### config.mk
export PLATFORM = sky130hd
export DESIGN_NAME = dtcf_top
export DESIGN_NICKNAME = d
export VERILOG_FILES = /design/src/include/dtcf_pkg.sv /design/src/logic/dtcf_top.sv /design/src/logic/dtcf_comparator.sv /design/src/logic/dtcf_trace_fifo.sv
export VERILOG_INCLUDE_DIRS = /design/src /design/src/include
export SDC_FILE = /design/constraint.sdc
export NUM_CORES = 1
export LEC_CHECK = 0
export BUFFER_PORTS_ARGS = -buffer_cell sky130_fd_sc_hd__buf_2
export CAP_MARGIN = 0
export CORE_ASPECT_RATIO = 1.25
export CORE_MARGIN = 5
export CORE_UTILIZATION = 45
export DETAILED_ROUTE_END_ITERATION = 8
export HOLD_SLACK_MARGIN = 0.12
export PLACE_DENSITY = 0.68
export SLEW_MARGIN = 20
export SYNTH_ARGS = -nofsm -noshare
export SYNTH_HDL_FRONTEND = slang
export SYNTH_SLANG_ARGS = --single-unit
### constraint.sdc
create_clock -name clk_i -period 6.08 [get_ports clk_i]
set_input_delay 1.216 -clock clk_i [delete_from_list [all_inputs] [get_ports clk_i]]
set_output_delay 1.216 -clock clk_i [all_outputs]
set_load 0.05 [all_outputs]
### src/include/dtcf_defs.svh
/*
 * Register offsets, control bit positions, reset values and trigger mode codes
 * of the debug trace and compare block.
 * Assumes it is included by its bare name wherever a constant is needed.
 */
`ifndef DTCF_DEFS_SVH
`define DTCF_DEFS_SVH

// ****************************************************************
// Register offsets on the register port
// ****************************************************************
`define DTCF_OFS_CMP_A_HIGH  4'h0
`define DTCF_OFS_CMP_A_LOW   4'h1
`define DTCF_OFS_CMP_B_HIGH  4'h2
`define DTCF_OFS_CMP_B_LOW   4'h3
`define DTCF_OFS_FIFO_HIGH   4'h4
`define DTCF_OFS_FIFO_LOW    4'h5
`define DTCF_OFS_CONTROL     4'h6

// ****************************************************************
// Control register bit positions
// ****************************************************************
`define DTCF_BIT_ENABLE      7
`define DTCF_BIT_ARM         6
`define DTCF_BIT_TAG         5
`define DTCF_BIT_BRK_EN      4
`define DTCF_BIT_A_DIR_VAL   3
`define DTCF_BIT_A_DIR_EN    2
`define DTCF_BIT_B_DIR_VAL   1
`define DTCF_BIT_B_DIR_EN    0

// ****************************************************************
// Reset values
// ****************************************************************
`define DTCF_CMP_RST         8'h00
`define DTCF_CFG_RST         6'h00
`define DTCF_BYTE_ZERO       8'h00
`define DTCF_WORD_RST        16'h0000

// ****************************************************************
// Trigger mode codes
// ****************************************************************
`define DTCF_TRG_A_ONLY      4'h0
`define DTCF_TRG_A_OR_B      4'h1
`define DTCF_TRG_A_THEN_B    4'h2
`define DTCF_TRG_EVENT_B     4'h3
`define DTCF_TRG_A_EVENT_B   4'h4
`define DTCF_TRG_A_AND_B     4'h5
`define DTCF_TRG_A_NOT_B     4'h6
`define DTCF_TRG_INSIDE      4'h7
`define DTCF_TRG_OUTSIDE     4'h8

`endif

### src/include/dtcf_pkg.sv
/*
 * Types shared by the debug trace and compare block.
 * Assumes nothing of its surroundings.
 */
package dtcf_pkg;

    // One-hot run states
    typedef enum logic [3:0] {
        ST_IDLE    = 4'b0001,
        ST_PRETRIG = 4'b0010,
        ST_FILL    = 4'b0100,
        ST_CIRC    = 4'b1000
    } dtcf_state_e;

endpackage

### src/logic/dtcf_top.sv
/*
 * Debug trace and compare block: two address comparators, an eight-word
 * trace store read a byte at a time, and the debug control register.
 * Assumes the CPU bus, register port, mode inputs and secure flag are all
 * driven by logic on clk_i; the break request goes to the CPU core.
 */
`timescale 1ns/100ps
`include "dtcf_defs.svh"

// How it works
// Comparator bytes reset to zero, always readable, locked while armed.
// High and low bytes join into each sixteen-bit compare value.
// Trace high byte is read-only, reads zero in event-only modes.
// Reading trace high byte leaves the store where it is; read high first.
// Reading trace low byte shifts the store; writes to it do nothing.
// Event-only modes store bytes in the low half of each word.
// While armed, low-byte reads do not shift; host waits for run end.
// Unarmed low-byte reads push the last fetched opcode address.
// Host primes profiling with eight reads; ninth returns the first.
// Control register is read and written at any time.
// Enable bit seven cannot be set while the part is secured.
// Bit six arms; writing one sets it, run end or zero clears it.
// Bit five picks tag or force break type; moot without break enable.
// Bit four enables breaks: at trigger in end trace, at full in begin.
// Bit two makes comparator A honour direction given by bit three.
// Bit zero makes comparator B honour direction given by bit one.
// Run ends when full in begin trace or on trigger in end trace.
// Modes 0011 and 0100 store bytes on B events; others store words.
// Arm flag follows arm while enabled, clears at run end unless an arm write comes in the same cycle.
// Each comparator checks the bus address on valid cycles while enabled, with direction option.
module dtcf_top #(
    parameter int AW    = 16,
    parameter int DEPTH = 8,
    parameter int CW    = 4
) (
    input  wire logic          clk_i,
    input  wire logic          sys_rst_i,
    input  wire logic [3:0]    reg_addr_i,
    input  wire logic          reg_wr_i,
    input  wire logic          reg_rd_i,
    input  wire logic [7:0]    reg_wdata_i,
    output logic      [7:0]    reg_rdata_o,
    input  wire logic          cpu_valid_i,
    input  wire logic [AW-1:0] cpu_addr_i,
    input  wire logic          cpu_rw_i,
    input  wire logic [7:0]    cpu_data_i,
    input  wire logic          opcode_fetch_i,
    input  wire logic          cof_i,
    input  wire logic          secure_i,
    input  wire logic [3:0]    trigger_mode_select_i,
    input  wire logic          begin_trace_i,
    output logic               brk_req_o,
    output logic               brk_tag_o,
    output logic               capture_active_flag_o,
    output logic      [CW-1:0] fifo_count_o
);

    // ****************************************************************
    // Declarations
    // ****************************************************************
    dtcf_pkg::dtcf_state_e state;
    dtcf_pkg::dtcf_state_e next_state;

    logic [7:0]    cmp_a_high_value;
    logic [7:0]    cmp_a_low_value;
    logic [7:0]    cmp_b_high_value;
    logic [7:0]    cmp_b_low_value;
    logic          module_enable_bit;
    logic [5:0]    ctrl_cfg;
    logic [AW-1:0] last_opcode_addr;
    logic [AW-1:0] fifo_head;
    logic [AW-1:0] fifo_din;
    logic          fifo_push;
    logic          a_seen;
    logic          a_match;
    logic          b_match;
    logic          a_ge;
    logic          b_le;
    logic          trigger;
    logic          armed;
    logic          wr_ctrl;
    logic          wr_cmp_ok;
    logic          rd_low;
    logic          arm_req;
    logic          arm_stop;
    logic          run_end;
    logic          run_start;
    logic          store;
    logic          ev_store;
    logic          full_now;
    logic          event_mode;
    logic          break_request_enable;
    logic          break_tag_select;

    assign break_request_enable = ctrl_cfg[`DTCF_BIT_BRK_EN];
    assign break_tag_select     = ctrl_cfg[`DTCF_BIT_TAG];

    // ****************************************************************
    // Access decode
    // ****************************************************************
    assign armed      = (state != dtcf_pkg::ST_IDLE);
    assign wr_ctrl    = reg_wr_i && (reg_addr_i == `DTCF_OFS_CONTROL);
    assign wr_cmp_ok  = reg_wr_i && !armed;
    assign rd_low     = reg_rd_i && (reg_addr_i == `DTCF_OFS_FIFO_LOW);
    assign event_mode = (trigger_mode_select_i == `DTCF_TRG_EVENT_B) ||
                        (trigger_mode_select_i == `DTCF_TRG_A_EVENT_B);

    // Arming needs the enable in the same write, and the part unsecured
    assign arm_req  = wr_ctrl && reg_wdata_i[`DTCF_BIT_ARM] &&
                      reg_wdata_i[`DTCF_BIT_ENABLE] && !secure_i;
    assign arm_stop = wr_ctrl && !arm_req;

    // ****************************************************************
    // Comparators
    // ****************************************************************
    dtcf_comparator #(
        .AW (AW)
    ) u_cmp_a (
        .value_i   ({cmp_a_high_value, cmp_a_low_value}),
        .addr_i    (cpu_addr_i),
        .valid_i   (cpu_valid_i && module_enable_bit),
        .rw_i      (cpu_rw_i),
        .dir_en_i  (ctrl_cfg[`DTCF_BIT_A_DIR_EN]),
        .dir_val_i (ctrl_cfg[`DTCF_BIT_A_DIR_VAL]),
        .match_o   (a_match),
        .ge_o      (a_ge),
        .le_o      ()
    );

    dtcf_comparator #(
        .AW (AW)
    ) u_cmp_b (
        .value_i   ({cmp_b_high_value, cmp_b_low_value}),
        .addr_i    (cpu_addr_i),
        .valid_i   (cpu_valid_i && module_enable_bit),
        .rw_i      (cpu_rw_i),
        .dir_en_i  (ctrl_cfg[`DTCF_BIT_B_DIR_EN]),
        .dir_val_i (ctrl_cfg[`DTCF_BIT_B_DIR_VAL]),
        .match_o   (b_match),
        .ge_o      (),
        .le_o      (b_le)
    );

    // ****************************************************************
    // Trigger selection
    // ****************************************************************
    always_comb begin
        case (trigger_mode_select_i)
            `DTCF_TRG_A_ONLY:    trigger = a_match;
            `DTCF_TRG_A_OR_B:    trigger = a_match || b_match;
            `DTCF_TRG_A_THEN_B:  trigger = a_seen && b_match;
            `DTCF_TRG_EVENT_B:   trigger = b_match;
            `DTCF_TRG_A_EVENT_B: trigger = a_seen && b_match;
            `DTCF_TRG_A_AND_B:   trigger = a_match && b_match;
            `DTCF_TRG_A_NOT_B:   trigger = a_match && !b_match;
            `DTCF_TRG_INSIDE:    trigger = a_ge && b_le;
            `DTCF_TRG_OUTSIDE:   trigger = cpu_valid_i && module_enable_bit && !(a_ge && b_le);
            default:             trigger = 1'b0;
        endcase
    end

    // A must be seen on an earlier cycle before B counts in sequence modes
    always_ff @(posedge clk_i) begin
        if (sys_rst_i || run_start) begin
            a_seen <= 1'b0;
        end else if (armed && a_match) begin
            a_seen <= 1'b1;
        end
    end

    // ****************************************************************
    // Storage decisions
    // ****************************************************************
    assign ev_store = b_match &&
                      ((trigger_mode_select_i == `DTCF_TRG_EVENT_B) || a_seen);
    always_comb begin
        store = 1'b0;
        if (state == dtcf_pkg::ST_FILL) begin
            store = event_mode ? ev_store : (cof_i && cpu_valid_i);
        end else if (state == dtcf_pkg::ST_CIRC) begin
            store = cof_i && cpu_valid_i;
        end
    end

    assign full_now = (state == dtcf_pkg::ST_FILL) && store &&
                      (fifo_count_o == CW'(DEPTH - 1));
    assign run_end  = full_now || ((state == dtcf_pkg::ST_CIRC) && trigger);
    assign run_start = arm_req && (!armed || run_end);

    // Armed reads never shift; unarmed low-byte reads push the last opcode address
    assign fifo_push = store || (rd_low && !armed);
    assign fifo_din  = !store     ? last_opcode_addr :
                       event_mode ? {{(AW-8){1'b0}}, cpu_data_i} :
                                    cpu_addr_i;

    dtcf_trace_fifo #(
        .WIDTH (AW),
        .DEPTH (DEPTH)
    ) u_fifo (
        .clk_i     (clk_i),
        .sys_rst_i (sys_rst_i),
        .push_i    (fifo_push),
        .data_i    (fifo_din),
        .head_o    (fifo_head)
    );

    always_ff @(posedge clk_i) begin
        if (sys_rst_i) begin
            last_opcode_addr <= AW'(`DTCF_WORD_RST);
        end else if (opcode_fetch_i && cpu_valid_i) begin
            last_opcode_addr <= cpu_addr_i;
        end
    end

    // Count of valid words: cleared when a run starts, never decremented
    always_ff @(posedge clk_i) begin
        if (sys_rst_i || run_start) begin
            fifo_count_o <= '0;
        end else if (store && armed && fifo_count_o != CW'(DEPTH)) begin
            fifo_count_o <= fifo_count_o + CW'(1);
        end
    end

    // ****************************************************************
    // Run state machine
    // ****************************************************************
    always_comb begin
        next_state = state;
        case (state)
            dtcf_pkg::ST_IDLE:    next_state = dtcf_pkg::ST_IDLE;
            dtcf_pkg::ST_PRETRIG: if (trigger) begin
                next_state = dtcf_pkg::ST_FILL;
            end
            dtcf_pkg::ST_FILL:    if (full_now) begin
                next_state = dtcf_pkg::ST_IDLE;
            end
            dtcf_pkg::ST_CIRC:    if (trigger) begin
                next_state = dtcf_pkg::ST_IDLE;
            end
            default:              next_state = dtcf_pkg::ST_IDLE;
        endcase
        // A fresh arm write beats a run end in the same cycle
        if (run_start) begin
            if (event_mode || begin_trace_i) begin
                next_state = event_mode ? dtcf_pkg::ST_FILL : dtcf_pkg::ST_PRETRIG;
            end else begin
                next_state = dtcf_pkg::ST_CIRC;
            end
        end else if (arm_stop) begin
            next_state = dtcf_pkg::ST_IDLE;
        end
    end

    always_ff @(posedge clk_i) begin
        if (sys_rst_i) begin
            state                 <= dtcf_pkg::ST_IDLE;
            capture_active_flag_o <= 1'b0;
        end else begin
            state                 <= next_state;
            capture_active_flag_o <= (next_state != dtcf_pkg::ST_IDLE);
        end
    end

    // ****************************************************************
    // Control register
    // ****************************************************************
    always_ff @(posedge clk_i) begin
        if (sys_rst_i) begin
            module_enable_bit <= 1'b0;
            ctrl_cfg          <= `DTCF_CFG_RST;
        end else if (wr_ctrl) begin
            module_enable_bit <= reg_wdata_i[`DTCF_BIT_ENABLE] && !secure_i;
            ctrl_cfg          <= reg_wdata_i[5:0];
        end
    end

    // ****************************************************************
    // Comparator value registers
    // ****************************************************************
    always_ff @(posedge clk_i) begin
        if (sys_rst_i) begin
            cmp_a_high_value <= `DTCF_CMP_RST;
            cmp_a_low_value  <= `DTCF_CMP_RST;
            cmp_b_high_value <= `DTCF_CMP_RST;
            cmp_b_low_value  <= `DTCF_CMP_RST;
        end else if (wr_cmp_ok) begin
            case (reg_addr_i)
                `DTCF_OFS_CMP_A_HIGH: cmp_a_high_value <= reg_wdata_i;
                `DTCF_OFS_CMP_A_LOW:  cmp_a_low_value  <= reg_wdata_i;
                `DTCF_OFS_CMP_B_HIGH: cmp_b_high_value <= reg_wdata_i;
                `DTCF_OFS_CMP_B_LOW:  cmp_b_low_value  <= reg_wdata_i;
                default:              cmp_a_low_value  <= cmp_a_low_value;
            endcase
        end
    end

    // ****************************************************************
    // Read data
    // ****************************************************************
    // The head is sampled at the same edge that a low read shifts the store
    always_ff @(posedge clk_i) begin
        if (sys_rst_i) begin
            reg_rdata_o <= `DTCF_BYTE_ZERO;
        end else if (reg_rd_i) begin
            case (reg_addr_i)
                `DTCF_OFS_CMP_A_HIGH: reg_rdata_o <= cmp_a_high_value;
                `DTCF_OFS_CMP_A_LOW:  reg_rdata_o <= cmp_a_low_value;
                `DTCF_OFS_CMP_B_HIGH: reg_rdata_o <= cmp_b_high_value;
                `DTCF_OFS_CMP_B_LOW:  reg_rdata_o <= cmp_b_low_value;
                `DTCF_OFS_FIFO_HIGH:  reg_rdata_o <= event_mode ? `DTCF_BYTE_ZERO
                                                                 : fifo_head[15:8];
                `DTCF_OFS_FIFO_LOW:   reg_rdata_o <= fifo_head[7:0];
                `DTCF_OFS_CONTROL:    reg_rdata_o <= {module_enable_bit,
                                                      capture_active_flag_o,
                                                      ctrl_cfg};
                default:              reg_rdata_o <= `DTCF_BYTE_ZERO;
            endcase
        end
    end

    // ****************************************************************
    // Break request
    // ****************************************************************
    // One-cycle pulse; the type travels with it on brk_tag_o
    always_ff @(posedge clk_i) begin
        if (sys_rst_i) begin
            brk_req_o <= 1'b0;
            brk_tag_o <= 1'b0;
        end else begin
            brk_req_o <= break_request_enable &&
                         (full_now || ((state == dtcf_pkg::ST_CIRC) && trigger));
            brk_tag_o <= break_request_enable && break_tag_select;
        end
    end
endmodule

### src/logic/dtcf_comparator.sv
/*
 * One address comparator with optional read/write qualification.
 * Assumes bus address and direction come from logic on the same clock.
 */
`timescale 1ns/100ps

module dtcf_comparator #(
    parameter int AW = 16
) (
    input  wire logic [AW-1:0] value_i,
    input  wire logic [AW-1:0] addr_i,
    input  wire logic          valid_i,
    input  wire logic          rw_i,
    input  wire logic          dir_en_i,
    input  wire logic          dir_val_i,
    output logic               match_o,
    output logic               ge_o,
    output logic               le_o
);

    logic dir_ok;

    // Direction only matters when its enable is set
    assign dir_ok  = !dir_en_i || (rw_i == dir_val_i);
    assign match_o = valid_i && dir_ok && (addr_i == value_i);
    assign ge_o    = valid_i && dir_ok && (addr_i >= value_i);
    assign le_o    = valid_i && dir_ok && (addr_i <= value_i);

endmodule

### src/logic/dtcf_trace_fifo.sv
/*
 * Shift-style trace store: words enter at the tail, the head is read out.
 * Each push moves every word one place toward the head.
 * Assumes push and data come from logic on the same clock.
 */
`timescale 1ns/100ps
`include "dtcf_defs.svh"

module dtcf_trace_fifo #(
    parameter int WIDTH = 16,
    parameter int DEPTH = 8
) (
    input  wire logic             clk_i,
    input  wire logic             sys_rst_i,
    input  wire logic             push_i,
    input  wire logic [WIDTH-1:0] data_i,
    output logic      [WIDTH-1:0] head_o
);

    logic [WIDTH-1:0] entry [DEPTH];

    // ****************************************************************
    // Storage chain
    // ****************************************************************
    genvar g;
    generate
        for (g = 0; g < DEPTH; g++) begin : g_entry
            always_ff @(posedge clk_i) begin
                if (sys_rst_i) begin
                    entry[g] <= WIDTH'(`DTCF_WORD_RST);
                end else if (push_i) begin
                    if (g == DEPTH - 1) begin
                        entry[g] <= data_i;
                    end else begin
                        // Wrapped index keeps the unused tail branch in range
                        entry[g] <= entry[(g + 1) % DEPTH];
                    end
                end
            end
        end
    endgenerate

    assign head_o = entry[0];
endmodule

==> flow_summary.ini <==
[finish]
antenna_cells = 0
seqCellArea_mm2 = 0.00535
syn2layout_area_growth_pct = 14.0
layout-drive-gt1-share_pct = 13.6
stdcell_area_mm2 = 0.0106
final_nets = 998
fillers = 1823
multi_input_area_mm2 = 0.00367

[grt]
grt_overflow = 0
antenna_found_initial = 1
track_usage_pct = 17.4
grt_max_degree = 73
grt_pass1_wl_um = 32800
grt_pass1_vias = 5969

[cts]
cts_tree = built
cts_hold_buf = 0
clkSinkCount = 203
cts_resized = 0
clock_latency_ns = 0.51
htree_levels = 1
clk_pin_slew_worst_paths_ns = 0.06
cts_buffers = 21
postCtsSetupBuffers = 0
cts-root-buf = clkbuf_16
clock_path_buffers = 3

[die]
initial_utilization_pct = 45.3
core.rowCount = 59
die_w_um = 139
fp.dieH_um = 171
num_io_pins = 65
dieArea_mm2 = 0.0237
coreArea_mm2 = 0.0206

[setup_path]
worstSetupPathType = input pin to register
crit_buf_inv = 3
arrival_ns = 4.21
slowest_stage = nand2b_4
rr_worst_depth = 10
reg2reg_to = u_fifo.entry[0][20]
required_ns = 6.24
cp-start-kind = input pin
critPathTopFamily = simple AND/OR/NAND/NOR gates
r2r-start = cmp_b_high_value[3]
rrSetupSlack_ns = 2.42
max_stage_delay_ns = 0.56
worst-path-max-fanout = 41
cp_cell_sequence = buf_2 -> ha_1 -> nand4_1 -> nor4_1 -> nand4_1 -> o22ai_4 -> buf_4 -> a31oi_1 -> nand2b_4 -> buf_4
end_kind = register

[sta]
slew_viol_final = 0
setup_viol = 0
timing.final.crit_share_pct = 66.7
min_period_ns = 4.05
fmax_ghz = 0.247
finalHoldViolCount = 0
tns_ns = 0
slew_headroom_pct = 28.7
rsz0062_at_grt = no
finClkSkew_ns = 0.0188
worstMarginPinSlew_ns = 1.05
setup_ws_ns = 2.03

[logic_synthesis]
syn_inst = 859
synth_ff_type = edfxtp_1
synth_top_area_share_pct = 41.2
synth_area_leader_cell = edfxtp_1
ys_ff_latch = 203
syn-cell-area_mm2 = 0.00933
async_flop_share_pct = 0
yosysWarnings = 0
synth_cell_type_count = 64
ys_seq_area_share_pct = 57.3
synth-edff-count = 128
syn-num-nets = 943
yosys-top-cells-area = edfxtp_1 41%, dfxtp_1 16%, and2_1 7.9%, ha_1 4.6%, nand2_1 3.7%
synth_area_per_cell_um2 = 10.9

[power_and_ir_drop]
leakagePower_nw = 4.07
powerDensity_mw_per_mm2 = 284
peakVddDrop_mv = 0.216

[route]
vias = 6409
routed_wirelength_um = 20900
via_per_inst = 5.33
dr.pass1.iters = 5
drc = 0
drtIter0Drc = 577
wl_per_cell_um = 17.4
antenna_left = 0

[job]
drv_cap = 0

[hold_path]
min_to = last_opcode_addr[0]
hold_class = register to register
hold_start = last_opcode_addr[0]
hold_path_depth = 2

[place]
place_congestion = 0.883
dpl.hpwl_um = 14700
port_buffers = 64
post-place-ws_ns = 1.50
dpl_cell_area_mm2 = 0.00992

[outcome]
status = finished, final reports clean
## cell usage in the layout, fill, tap and decap left out, drive strengths merged, types with 11 or more instances in the layout
master and count:
mux2i 29, inv 40, buf 73, nor2 73, nand2 91, and2 118
ha 34, edfxtp 128, a21oi 62, clkbuf 22, o21ai 13, nor4 11
a22oi 15, dfxtp 75, nand3 21
## power breakdown
group / total [mW] / switching, mW / internal [mW]
Sequential: 1.52 / 0.0147 / 1.51
Clock: 1.34 / 0.535 / 0.804
Combinational: 0.160 / 0.108 / 0.0520
Total: 3.02 / 0.658 / 2.36
## area by class of cell
type / instances / area share, %
clock buffers: 22 / 4.98
clock inverters: 16 / 1.74
inverters: 39 / 1.38
multi-input cells: 576 / 34.5
flip-flops and latches: 203 / 50.3
well taps: 274 / 3.22
repair buffers: 73 / 3.88
## through the flow
stage | std cells | hold slack [ns] | utilization, % | power (mW)
6_report | 1203 | 0.454 | 51.6 | 3.02
5_1_grt | 1203 | 0.473 | 51.6 | 3.13
4_1_cts | 1203 | 0.455 | 51.6 | 3.05
3_5_place_dp | 1165 | 0.447 | 48.2 | 1.71
3_3_place_gp | 1165 | 0.443 | 48.2 | 1.70
2_1_floorplan | 859 | 0.436 | - | 1.65
## worst max path at each step
stage	startpoint	to	slack, ns	cells after the start
6_report	cpu_addr_i[14]	u_fifo.entry[0][20]	2.03	10
5_1_grt	cpu_addr_i[14]	u_fifo.entry[0][13]	1.74	11
4_1_cts	cpu_addr_i[14]	u_fifo.entry[1][15]	2.01	11
3_5_place_dp	cpu_addr_i[14]	u_fifo.entry[1][15]	1.50	11
3_3_place_gp	cpu_addr_i[14]	u_fifo.entry[0][45]	1.61	11
2_1_floorplan	cpu_addr_i[14]	u_fifo.entry[0][0]	0.13	7
## flip-flops by register name (all words and copies together), names as in the netlist, 4 cells and up
register,count
cmp_b_low_value,8
cmp_a_high_value,8
ctrl_cfg,6
reg_rdata_o,8
cmp_b_high_value,8
cmp_a_low_value,8
state,4
fifo_count_o,4
u_fifo.entry,128
last_opcode_addr,16
## tightest hold or removal path, stage by stage (launching register included)
cell,delay [ns]
dfxtp_1,0.31
nand2_1,0.05
a21oi_1,0.05
## logic make-up (layout without fill, tap and decap cells)
family / after synthesis / in the layout / share of synthesized area (%)
AOI/OAI and AO/OA: 135 / 135 / 9.64
xor gates and xnor gates: 6 / 6 / 0.563
adders and majority gates: 34 / 34 / 4.56
buffers and inverters: 80 / 150 / 3.47
DFF: 203 / 203 / 57.3
muxes: 32 / 32 / 3.84
and+or+nand+nor: 369 / 369 / 20.6
## metal layers
metal	vias to the layer above	global-route usage [%]	routed length [um]
li1	3154	-	-
met5	-	0	11
met2	199	29.7	10200
met1	3017	23.1	8900
met4	2	5.32	535
met3	37	2.40	1220
## synthesized netlist by cell type (all sizes together), types with 4 or more instances
master	number
a21oi	62
and2	118
nand3	21
edfxtp	128
or2	4
mux2i	29
a2111oi	4
nand2	91
inv	39
a211oi	5
o21ai	13
ha	34
dfxtp	75
nand4	9
buf	4
xnor2	5
a22oi	15
clkbuf	37
nor4	11
nor2	73
nand2b	5
nor2b	9
a311oi	8
a31oi	5
nor3	10
Note: power is estimated with default switching activity, not from simulation.
